**src/hdl/eewg_pkg.sv**
```systemverilog
// Shared constants and types of the data EEPROM write guard
package eewg_pkg;
   // Data path widths
   localparam int ADDR_W = 8;
   localparam int DATA_W = 8;

   // Register byte offsets on the register port
   localparam logic [7:0] OFF_DATA   = 8'h9A;
   localparam logic [7:0] OFF_ADDR   = 8'h9B;
   localparam logic [7:0] OFF_CTRL   = 8'h9C;
   localparam logic [7:0] OFF_UNLOCK = 8'h9D;
   localparam logic [7:0] OFF_STATUS = 8'h9E;

   // Field positions in eeprom_control and the event status register
   localparam int BIT_RD   = 0;
   localparam int BIT_WR   = 1;
   localparam int BIT_EN   = 2;
   localparam int BIT_ERR  = 3;
   localparam int BIT_DONE = 0;

   // Reset values
   localparam logic [3:0] CTRL_RESET   = 4'h0;
   localparam logic [7:0] RDDATA_RESET = 8'h00;
   localparam logic       FLAG_RESET   = 1'h0;

   // Unlock key bytes, in order
   localparam logic [7:0] UNLOCK_FIRST  = 8'h55;
   localparam logic [7:0] UNLOCK_SECOND = 8'hAA;

   // Timing: power-up delay in ms, clock in kHz, derived cycle count
   localparam int PUP_MS     = 72;
   localparam int CLK_KHZ    = 125000;
   localparam int PUP_CYCLES = PUP_MS * CLK_KHZ;

   // Cell programming time and unlock step spacing, in cycles
   localparam int WRITE_CYCLES = 1024;
   localparam int UNLOCK_GAP   = 4;

   // Unlock sequence tracker states
   typedef enum logic [2:0]
   {
      ARM_IDLE  = 3'b001,
      ARM_GOT55 = 3'b010,
      ARM_GOTAA = 3'b100
   } eewg_arm_e;
endpackage

```
**src/hdl/eewg_mem_if.sv**
```systemverilog
// Link between the register logic and the EEPROM cell array
`timescale 1ns/1ps
`default_nettype none
interface eewg_mem_if;
   logic        start;
   logic        abort;
   logic [7:0]  wAddr;
   logic [7:0]  wData;
   logic [7:0]  rAddr;
   logic [7:0]  rData;
   logic        busy;
   logic        done;

   modport ctrl
   (
      output start,
      output abort,
      output wAddr,
      output wData,
      output rAddr,
      input  rData,
      input  busy,
      input  done
   );

   modport array
   (
      input  start,
      input  abort,
      input  wAddr,
      input  wData,
      input  rAddr,
      output rData,
      output busy,
      output done
   );
endinterface
`default_nettype wire

```
**src/hdl/eewg_array.sv**
```systemverilog
// EEPROM cell array with timed byte programming
`timescale 1ns/1ps
`default_nettype none
module eewg_array
#(
   parameter int WRITE_CYCLES = eewg_pkg::WRITE_CYCLES
)
(
   input  wire logic mclk,
   input  wire logic reset_n,
   eewg_mem_if.array mem
);
   localparam int DEPTH = 1 << eewg_pkg::ADDR_W;
   localparam int CW    = $clog2(WRITE_CYCLES + 1);

   logic [7:0]    cells [DEPTH];
   logic [7:0]    latchAddr;
   logic [7:0]    latchData;
   logic [CW-1:0] count;
   logic          busy;
   wire           lastCycle;

   // Cells hold plain bytes; reads are combinational
   assign lastCycle = busy && (count == CW'(WRITE_CYCLES - 1));
   assign mem.busy  = busy;
   assign mem.done  = lastCycle && !mem.abort;
   assign mem.rData = cells[mem.rAddr];

   // Programming timer; an abort drops the byte
   always_ff @(posedge mclk or negedge reset_n)
   begin
      if (!reset_n)
      begin
         busy  <= 1'h0;
         count <= '0;
      end
      else if (mem.abort || lastCycle)
      begin
         busy  <= 1'h0;
         count <= '0;
      end
      else if (mem.start)
      begin
         busy  <= 1'h1;
         count <= '0;
      end
      else if (busy)
         count <= count + CW'(1);
   end

   // Byte and address caught at start, cell written at completion
   always_ff @(posedge mclk)
   begin
      if (mem.start && !busy)
      begin
         latchAddr <= mem.wAddr;
         latchData <= mem.wData;
      end
      if (mem.done)
         cells[latchAddr] <= latchData;
   end
endmodule
`default_nettype wire

```
**src/hdl/eewg_write_guard.sv**
```systemverilog
// Data EEPROM register block with write interlocks, top level
//
// Implementation choice: strobed register access.
`timescale 1ns/1ps
`default_nettype none
// How it works
// RULE1: Power-on clears the write enable latch.
// RULE2: No write starts during the power-up delay.
// RULE3: Write needs enable latch and fresh unlock.
// RULE4: Data stored and returned unscrambled always.
// RULE5: Unlock port has no storage, reads zero.
// RULE6: Control bits clear on any reset; warm reset keeps the error bit, or sets it during a write.
// RULE7: Data and address survive warm resets.
// RULE8: Control bits 7 to 4 read zero.
// RULE9: Software may verify by reading back.
// RULE10: Unlock is 55h, AAh, then write start.
// RULE11: Completion clears write bit, sets flag.
// RULE12: Read start loads data, then self-clears.
// RULE13: Warm reset during write sets error flag.
// RULE14: Dropping enable never aborts a running write.
module eewg_write_guard
#(
   parameter int PUP_CYCLES   = eewg_pkg::PUP_CYCLES,
   parameter int WRITE_CYCLES = eewg_pkg::WRITE_CYCLES,
   parameter int UNLOCK_GAP   = eewg_pkg::UNLOCK_GAP
)
(
   input  wire logic       mclk,
   input  wire logic       reset_n,
   input  wire logic       warmReset,
   input  wire logic [7:0] addr,
   input  wire logic [7:0] wrData,
   input  wire logic       wrStb,
   input  wire logic       rdStb,
   output logic      [7:0] rdData,
   output logic            writeCompleteFlag,
   output logic            writeBusy
);
   localparam int PUP_W = $clog2(PUP_CYCLES + 1);
   localparam int GAP_W = $clog2(UNLOCK_GAP + 1);

   // Control state
   logic                enableLatch;
   logic                wrBit;
   logic                rdBit;
   logic                errorFlag;
   logic                completeFlag;
   eewg_pkg::eewg_arm_e armState;
   eewg_pkg::eewg_arm_e next_armState;
   logic [GAP_W-1:0]    gapCount;
   logic [GAP_W-1:0]    next_gapCount;
   logic [PUP_W-1:0]    pupCount;

   // Data path registers, no reset
   logic [7:0]          dataByte;
   logic [7:0]          addrByte;

   // Next values of control bits
   logic                next_enableLatch;
   logic                next_wrBit;
   logic                next_rdBit;
   logic                next_errorFlag;
   logic                next_completeFlag;

   // Decoded accesses
   wire                 selData;
   wire                 selAddr;
   wire                 selCtrl;
   wire                 selUnlock;
   wire                 selStatus;
   wire                 wrDataReg;
   wire                 wrAddrReg;
   wire                 wrCtrl;
   wire                 wrUnlock;
   wire                 wrStatus;
   wire                 anyAccess;
   wire                 unlock55;
   wire                 unlockAA;
   wire                 gapOver;
   wire                 pupRunning;
   wire                 wrSetReq;
   wire                 startWrite;
   wire                 rdSet;
   wire                 abortWrite;
   wire [7:0]           ctrlView;
   wire [7:0]           statusView;
   wire [7:0]           readMux;

   eewg_mem_if memLink ();

   // Address decode and write strobes per register
   assign selData   = (addr == eewg_pkg::OFF_DATA);
   assign selAddr   = (addr == eewg_pkg::OFF_ADDR);
   assign selCtrl   = (addr == eewg_pkg::OFF_CTRL);
   assign selUnlock = (addr == eewg_pkg::OFF_UNLOCK);
   assign selStatus = (addr == eewg_pkg::OFF_STATUS);
   assign wrDataReg = wrStb && selData;
   assign wrAddrReg = wrStb && selAddr;
   assign wrCtrl    = wrStb && selCtrl;
   assign wrUnlock  = wrStb && selUnlock;
   assign wrStatus  = wrStb && selStatus;
   assign anyAccess = wrStb || rdStb;

   // Unlock port writes only feed the sequence tracker
   assign unlock55 = wrUnlock && (wrData == eewg_pkg::UNLOCK_FIRST); // RULE5
   assign unlockAA = wrUnlock && (wrData == eewg_pkg::UNLOCK_SECOND);
   assign gapOver  = (gapCount >= GAP_W'(UNLOCK_GAP));

   // Power-up delay counts once after power-on only
   assign pupRunning = (pupCount != PUP_W'(PUP_CYCLES)); // RULE2

   // Write start interlock
   assign wrSetReq   = wrCtrl && wrData[eewg_pkg::BIT_WR];
   assign startWrite = wrSetReq && enableLatch // RULE3
                       && (armState == eewg_pkg::ARM_GOTAA) // RULE10
                       && !pupRunning // RULE2
                       && !wrBit && !warmReset;
   assign rdSet      = wrCtrl && wrData[eewg_pkg::BIT_RD] && !warmReset;
   assign abortWrite = warmReset && wrBit; // RULE13

   // Cell array requests
   assign memLink.start = startWrite;
   assign memLink.abort = abortWrite;
   assign memLink.wAddr = addrByte;
   assign memLink.wData = dataByte;
   assign memLink.rAddr = addrByte;

   // Unlock tracker: any stray access or a slow step breaks it
   always_comb
   begin
      next_armState = armState;
      case (armState)
         eewg_pkg::ARM_IDLE:
            if (unlock55)
               next_armState = eewg_pkg::ARM_GOT55;
         eewg_pkg::ARM_GOT55:
            if (unlockAA)
               next_armState = eewg_pkg::ARM_GOTAA; // RULE10
            else if (anyAccess || gapOver)
               next_armState = unlock55 ? eewg_pkg::ARM_GOT55
                                        : eewg_pkg::ARM_IDLE;
         eewg_pkg::ARM_GOTAA:
            if (anyAccess || gapOver)
               next_armState = unlock55 ? eewg_pkg::ARM_GOT55
                                        : eewg_pkg::ARM_IDLE;
         default:
            next_armState = eewg_pkg::ARM_IDLE;
      endcase
      if (warmReset)
         next_armState = eewg_pkg::ARM_IDLE;
   end

   // Step spacing counter restarts on every tracker step
   always_comb
   begin
      next_gapCount = '0;
      if ((next_armState == armState) &&
          (armState != eewg_pkg::ARM_IDLE) && !gapOver)
         next_gapCount = gapCount + GAP_W'(1);
   end

   // Next values of the control bits
   always_comb
   begin
      next_enableLatch = enableLatch;
      if (wrCtrl)
         next_enableLatch = wrData[eewg_pkg::BIT_EN];
      if (warmReset)
         next_enableLatch = 1'h0; // RULE6
      next_wrBit = wrBit;
      if (startWrite)
         next_wrBit = 1'h1;
      else if (memLink.done || warmReset)
         next_wrBit = 1'h0; // RULE11
      next_rdBit = rdSet; // RULE12
      next_errorFlag = errorFlag;
      if (wrCtrl)
         next_errorFlag = wrData[eewg_pkg::BIT_ERR];
      if (abortWrite)
         next_errorFlag = 1'h1; // RULE13
      next_completeFlag = completeFlag;
      if (wrStatus && !wrData[eewg_pkg::BIT_DONE])
         next_completeFlag = 1'h0;
      if (memLink.done)
         next_completeFlag = 1'h1; // RULE11
   end

   // Control flops; power-on clears them
   always_ff @(posedge mclk or negedge reset_n)
   begin
      if (!reset_n)
      begin
         enableLatch  <= eewg_pkg::CTRL_RESET[eewg_pkg::BIT_EN]; // RULE1
         wrBit        <= eewg_pkg::CTRL_RESET[eewg_pkg::BIT_WR];
         rdBit        <= eewg_pkg::CTRL_RESET[eewg_pkg::BIT_RD];
         errorFlag    <= eewg_pkg::CTRL_RESET[eewg_pkg::BIT_ERR];
         completeFlag <= eewg_pkg::FLAG_RESET;
         armState     <= eewg_pkg::ARM_IDLE;
         gapCount     <= '0;
      end
      else
      begin
         enableLatch  <= next_enableLatch;
         wrBit        <= next_wrBit; // RULE14
         rdBit        <= next_rdBit;
         errorFlag    <= next_errorFlag;
         completeFlag <= next_completeFlag;
         armState     <= next_armState;
         gapCount     <= next_gapCount;
      end
   end

   // Power-up delay counter, saturating
   always_ff @(posedge mclk or negedge reset_n)
   begin
      if (!reset_n)
         pupCount <= '0;
      else if (pupRunning)
         pupCount <= pupCount + PUP_W'(1);
   end

   // Data and address bytes keep their value over warm resets
   always_ff @(posedge mclk)
   begin
      if (rdBit)
         dataByte <= memLink.rData; // RULE12 RULE4
      else if (wrDataReg)
         dataByte <= wrData; // RULE7
      if (wrAddrReg)
         addrByte <= wrData;
   end

   // Read views; unused and unlock addresses read zero
   assign ctrlView   = {4'h0, errorFlag, enableLatch, wrBit, rdBit}; // RULE8
   assign statusView = {7'h00, completeFlag};
   assign readMux    = selData   ? dataByte   :
                       selAddr   ? addrByte   :
                       selCtrl   ? ctrlView   :
                       selStatus ? statusView : 8'h00; // RULE5

   // Read data stands only in the cycle after the strobe
   always_ff @(posedge mclk or negedge reset_n)
   begin
      if (!reset_n)
         rdData <= eewg_pkg::RDDATA_RESET;
      else
         rdData <= rdStb ? readMux : eewg_pkg::RDDATA_RESET;
   end

   assign writeCompleteFlag = completeFlag;
   assign writeBusy         = wrBit;

   eewg_array
   #(
      .WRITE_CYCLES (WRITE_CYCLES)
   )
   cellArray
   (
      .mclk    (mclk),
      .reset_n (reset_n),
      .mem     (memLink.array)
   );

   // Checks on the interlocks
   enLatchPor_a: assert property ( // RULE1
      @(posedge mclk) disable iff (!reset_n)
      $rose(reset_n) |-> !enableLatch && !wrBit)
      else $error("enable latch not clear after power-on");

   pupBlock_a: assert property ( // RULE2
      @(posedge mclk) disable iff (!reset_n)
      pupRunning |=> !$rose(wrBit))
      else $error("write started during power-up delay");

   startGuard_a: assert property ( // RULE3
      @(posedge mclk) disable iff (!reset_n)
      $rose(wrBit) |-> $past(enableLatch)
         && ($past(armState) == eewg_pkg::ARM_GOTAA))
      else $error("write started without latch and unlock");

   unlockStep_a: assert property ( // RULE10
      @(posedge mclk) disable iff (!reset_n)
      (armState == eewg_pkg::ARM_GOT55) && unlockAA && !warmReset
      |=> armState == eewg_pkg::ARM_GOTAA)
      else $error("unlock tracker did not advance");

   unlockRead_a: assert property ( // RULE5
      @(posedge mclk) disable iff (!reset_n)
      rdStb && selUnlock |=> rdData == 8'h00)
      else $error("unlock port read nonzero");

   ctrlUpper_a: assert property ( // RULE8
      @(posedge mclk) disable iff (!reset_n)
      rdStb && selCtrl |=> rdData[7:4] == 4'h0)
      else $error("control upper bits read nonzero");

   warmClear_a: assert property ( // RULE6
      @(posedge mclk) disable iff (!reset_n)
      warmReset |=> !enableLatch && !wrBit && !rdBit)
      else $error("control bits not cleared by warm reset");

   warmKeep_a: assert property ( // RULE7
      @(posedge mclk) disable iff (!reset_n)
      warmReset && !wrDataReg && !wrAddrReg && !rdBit
      |=> $stable(dataByte) && $stable(addrByte))
      else $error("data or address lost over warm reset");

   warmError_a: assert property ( // RULE13
      @(posedge mclk) disable iff (!reset_n)
      warmReset && wrBit |=> errorFlag && !wrBit)
      else $error("aborted write did not raise error flag");

   doneFlag_a: assert property ( // RULE11
      @(posedge mclk) disable iff (!reset_n)
      memLink.done |=> !wrBit && completeFlag)
      else $error("write completion not reported");

   readLoad_a: assert property ( // RULE12
      @(posedge mclk) disable iff (!reset_n)
      rdSet ##1 !rdSet
      |-> rdBit ##1 !rdBit && dataByte == $past(memLink.rData))
      else $error("read start did not load data register");

   writeHold_a: assert property ( // RULE14
      @(posedge mclk) disable iff (!reset_n)
      wrBit && !enableLatch && !memLink.done && !warmReset |=> wrBit)
      else $error("running write lost without completion");

   unlockOnce_a: assert property ( // RULE10
      @(posedge mclk) disable iff (!reset_n)
      (armState == eewg_pkg::ARM_GOTAA) && anyAccess
      |=> armState != eewg_pkg::ARM_GOTAA)
      else $error("unlock served more than one access");

   unlockSlow_a: assert property ( // RULE10
      @(posedge mclk) disable iff (!reset_n)
      (armState != eewg_pkg::ARM_IDLE) && gapOver && !anyAccess
      |=> armState == eewg_pkg::ARM_IDLE)
      else $error("slow unlock step not dropped");

   flagSticky_a: assert property ( // RULE11
      @(posedge mclk) disable iff (!reset_n)
      completeFlag && !wrStatus
      |=> completeFlag)
      else $error("write complete flag lost without software");

   arrayStart_a: assert property ( // RULE3
      @(posedge mclk) disable iff (!reset_n)
      startWrite
      |=> wrBit && memLink.busy)
      else $error("accepted write did not start cell timer");
endmodule
`default_nettype wire

```
**config.mk**
```make
export PLATFORM = sky130hd
export DESIGN_NAME = eewg_write_guard
export DESIGN_NICKNAME = d
export VERILOG_FILES = /design/src/hdl/eewg_pkg.sv /design/src/hdl/eewg_mem_if.sv /design/src/hdl/eewg_array.sv /design/src/hdl/eewg_write_guard.sv
export SDC_FILE = /design/constraint.sdc
export NUM_CORES = 2
export LEC_CHECK = 0
export BUFFER_PORTS_ARGS = -buffer_cell sky130_fd_sc_hd__buf_2
export CORE_MARGIN = 2
export CORE_UTILIZATION = 47
export CTS_CLUSTER_SIZE = 25
export DETAILED_ROUTE_END_ITERATION = 7
export SYNTH_ARGS = -nofsm -noshare
export SYNTH_HDL_FRONTEND = slang
export SYNTH_HIERARCHICAL = 1
export SYNTH_SLANG_ARGS = --single-unit
```
**constraint.sdc**
```tcl
create_clock -name mclk -period 4.7 [get_ports mclk]
set_clock_uncertainty 0.15 [all_clocks]
set_input_delay 1.175 -clock mclk [delete_from_list [all_inputs] [get_ports mclk]]
set_output_delay 1.175 -clock mclk [all_outputs]
set_load 0.02 [all_outputs]
```
==> summary.md <==
| Metric | Value |
|---|---|
| Arrival time at the worst endpoint | 4.68 ns |
| Layout fillers | 13500 |
| CP peak stage delay | 0.63 ns |
| Via count | 41000 |
| Worst-skew pair later-pin latency | 0.87 ns |
| Area contributors post-synth | edfxtp_1 (75%), mux4_2 (12%), dfrtp_1 (1.6%) |
| Bufs on Longest Clock Path | 3 |
| Largest net degree at the start of global routing | 256 |
| Register area share after synthesis | 0.769 |
| Starting Density | 0.472 |
| Critical path launch point type | flop |
| Flops & latches, synth | 2135 |
| TritonCTS clock tree | yes |
| Die Wd | 424 µm |
| CP max FO | 24 |
| Share of post-route cells with drive strength above 1 | 0.255 |
| Reg-to-Reg End | dataByte[5]$_DFFE_PP_ |
| Req. time, crit path | 5.15 ns |
| Top FF cell, synth | edfxtp_1 |
| Critical path endpoint category | flop |
| Post-synth EDFFs | 2080 |
| Design Power | 0.0371 W |
| Static Leak | 30.0 nW |
| Reg2Reg Depth | 10 |
| Vias in the first global route | 41400 |
| Setup CP Type | flop to flop |
| Synth unique cells | 72 |
| CP Cell Sequence | buf_12, buf_4, buf_4, mux4_2, a22oi_1, a21boi_0, a211oi_1, buf_4, nor4_1, mux2_2 |
| Yosys warning count | 6 |
| Initial antenna violation count | 2 |
| Number of port buffers | 30 |
| Routed Antenna Nets | 0 |
| Placer Congestion | 0.876 |
| Slew Limit Fails | 0 |
| Synth top area share | 0.752 |
| IO Pins | 31 |
| CTS Hold Bufs | 0 |
| Area grow syn2layout | 13.5% |
| FF-to-FF Start | addrByte[0]$_DFFE_PP_ |
| PwrDens | 394 nW/µm² |
| Final hold violations | 0 |
| Fin crit period | 4.23 ns |
| Core area | 176000 µm² |
| Nets | 4342 |
| Reg2reg setup slack | 0.47 ns |
| Die area | 180000 µm² |
| Most frequent CP cell | buf_4 |
| Post-DP HPWL | 125 mm |
| Cts bufs inserted | 210 |
| Max Freq | 0.236 GHz |
| Hold crit path type | input port to async pin |
| Max VDD drop | 0.000296 V |
| Ys async rst share | 0.0258 |
| H-tree Lvls | 4 |
| Syn avg cell area | 20.8 µm² |
| First-pass GRT wire length | 295 mm |
| Site Rows | 154 |
| Rel. slew slack | 0.191 |
| Post-Synthesis Cells | 3996 |
| DR pass1 iterations | 6 |
| Post-CTS resize count | 0 |
| Utilization after layout | 0.536 |
| Post-synthesis cell area | 83100 µm² |
| WL per Instance | 29.6 µm |
| RSZ-0062 raised after global routing | false |
| Die H | 424 µm |
| Maxcap violations | 0 |
| Setup violators final | 0 |
| Commonest non-fill, non-tap cell in the layout | edfxtp_1 |
| Slowest cell on crit path | edfxtp_1 |
| Post-synth top area cell | edfxtp_1 |
| Overflow after GRT | 0 |
| TritonCTS Sinks | 2135 |
| Least-Margin Pin Slew | 1.21 ns |
| Synth Net Count | 4022 |
| Routed WL | 202 mm |
| Clk pin slew, worst setup/hold paths | 0.07 ns |
| DRC violations left | 0 |
| Final period util | 0.901 |
| Setup Buffers After CTS | 0 |
| Vias per cell | 6.00 |
| Root buf cell | clkbuf_16 |
| Initial DRC Count | 4682 |
| Total negative slack | 0 ns |
| GRT Util Overall | 0.226 |
| Run status | finished clean |
| Commonest non-fill, non-tap cells in the layout | edfxtp_1 (2080), mux4_2 (452), nor2_1 (293) |
through the flow:
| stage | instances | hold WS (ns) | setup slack [ns] | cell area [µm²] |
|---|---|---|---|---|
| after floorplan | 3996 | 0.267 | 0.504 | 83100 |
| after global placement | 6443 | 0.292 | 0.329 | 87500 |
| after detailed placement | 6443 | 0.296 | 0.237 | 87500 |
| after CTS | 6833 | 0.0844 | 0.510 | 94200 |
| after global routing | 6836 | 0.131 | 0.347 | 94300 |
| final | 6836 | 0.132 | 0.467 | 94300 |
critical path: cells and delay by family (launching register included):
kind / cells / cell delay (ns)
and+or+nand+nor: 1 / 0.08
DFF: 1 / 0.63
AOI/OAI and AO/OA: 3 / 0.91
muxes: 2 / 0.87
buffers and inverters: 4 / 1.27
how the worst max path moves through the flow:
stage	startpoint	slack [ns]	cells after the start	end
2_1_floorplan	cellArray/latchData[0]$_DFFE_PP_	0.50	0	cellArray/cells[0][0]$_DFFE_PP_
3_3_place_gp	warmReset	0.33	7	cellArray/cells[109][3]$_DFFE_PP_
3_5_place_dp	warmReset	0.24	7	cellArray/cells[109][5]$_DFFE_PP_
4_1_cts	addrByte[0]$_DFFE_PP_	0.51	10	dataByte[5]$_DFFE_PP_
5_1_grt	addrByte[0]$_DFFE_PP_	0.35	10	dataByte[5]$_DFFE_PP_
6_report	addrByte[0]$_DFFE_PP_	0.47	10	dataByte[5]$_DFFE_PP_
cell type report:
| class | count | area [µm²] | share of cell area |
|---|---|---|---|
| Clock buffer | 245 | 5390 | 0.0571 |
| Multi-Input combinational cell | 1620 | 17900 | 0.189 |
| Tap cell | 2340 | 2930 | 0.0311 |
| Timing Repair Buffer | 337 | 2860 | 0.0304 |
| Sequential cell | 2135 | 63800 | 0.677 |
| Clock inverter | 145 | 1340 | 0.0142 |
| Antenna cell | 2 | 5.00 | 0.0000531 |
| Inverter | 12 | 45.0 | 0.000478 |
report_power, final:
part           switching (W)  internal, W  leakage [nW]
clock                0.00730      0.00918          3.24
sequential        0.00000174       0.0206          19.4
combinational      0.0000611    0.0000365          7.28
total                0.00737       0.0298          30.0
synth_stat cells (5+ instances only):
cell	n
a2111oi_0	7
a211oi_1	12
a21boi_0	6
a21oi_1	55
a221oi_1	21
a22o_1	46
a22oi_1	150
and2_1	10
and3_1	11
and3b_1	5
buf_1	13
buf_12	5
buf_2	53
buf_4	18
buf_6	26
buf_8	12
clkbuf_1	101
dfrtp_1	54
edfxtp_1	2080
ha_1	5
inv_1	12
mux2_2	9
mux2i_1	123
mux4_1	5
mux4_2	452
nand2_1	98
nand2b_1	10
nand3_1	23
nand4_1	16
nor2_1	294
nor2b_1	28
nor3_1	35
nor3b_1	6
o211ai_1	6
o21ai_0	18
o21ai_1	6
o221ai_1	33
o22ai_1	18
o32ai_1	8
or2_2	6
xnor2_1	23
xor2_1	12
logic make-up after synthesis:
kind of cell / count (synthesis) / synth area share
xor gates and xnor gates: 35 / 0.00369
adders and majority gates: 5 / 0.000753
AOI/OAI and AO/OA: 415 / 0.0372
and+or+nand+nor: 576 / 0.0322
DFF: 2135 / 0.769
muxes: 589 / 0.140
buffers and inverters: 241 / 0.0175
sequential cells by signal (all words and copies together) (netlist names):
register and cells:
rdBit 1, cellArray/cells 2048, gapCount 3, armState 3, writeCompleteFlag 1, cellArray/latchAddr 8, cellArray/count 11, cellArray/mem.busy 1
dataByte 8, pupCount 24, cellArray/latchData 8, enableLatch 1, addrByte 8, rdData 8, errorFlag 1, writeBusy 1
layer usage:
layer / vias up / global-route usage / part of all wire
li1: 17300 / - / -
met1: 21900 / 0.324 / 0.42
met2: 1533 / 0.356 / 0.48
met3: 337 / 0.0424 / 0.070
met4: 0 / 0.0711 / 0.030
met5: - / 0 / 0
Power figures use the tool's default switching activity.
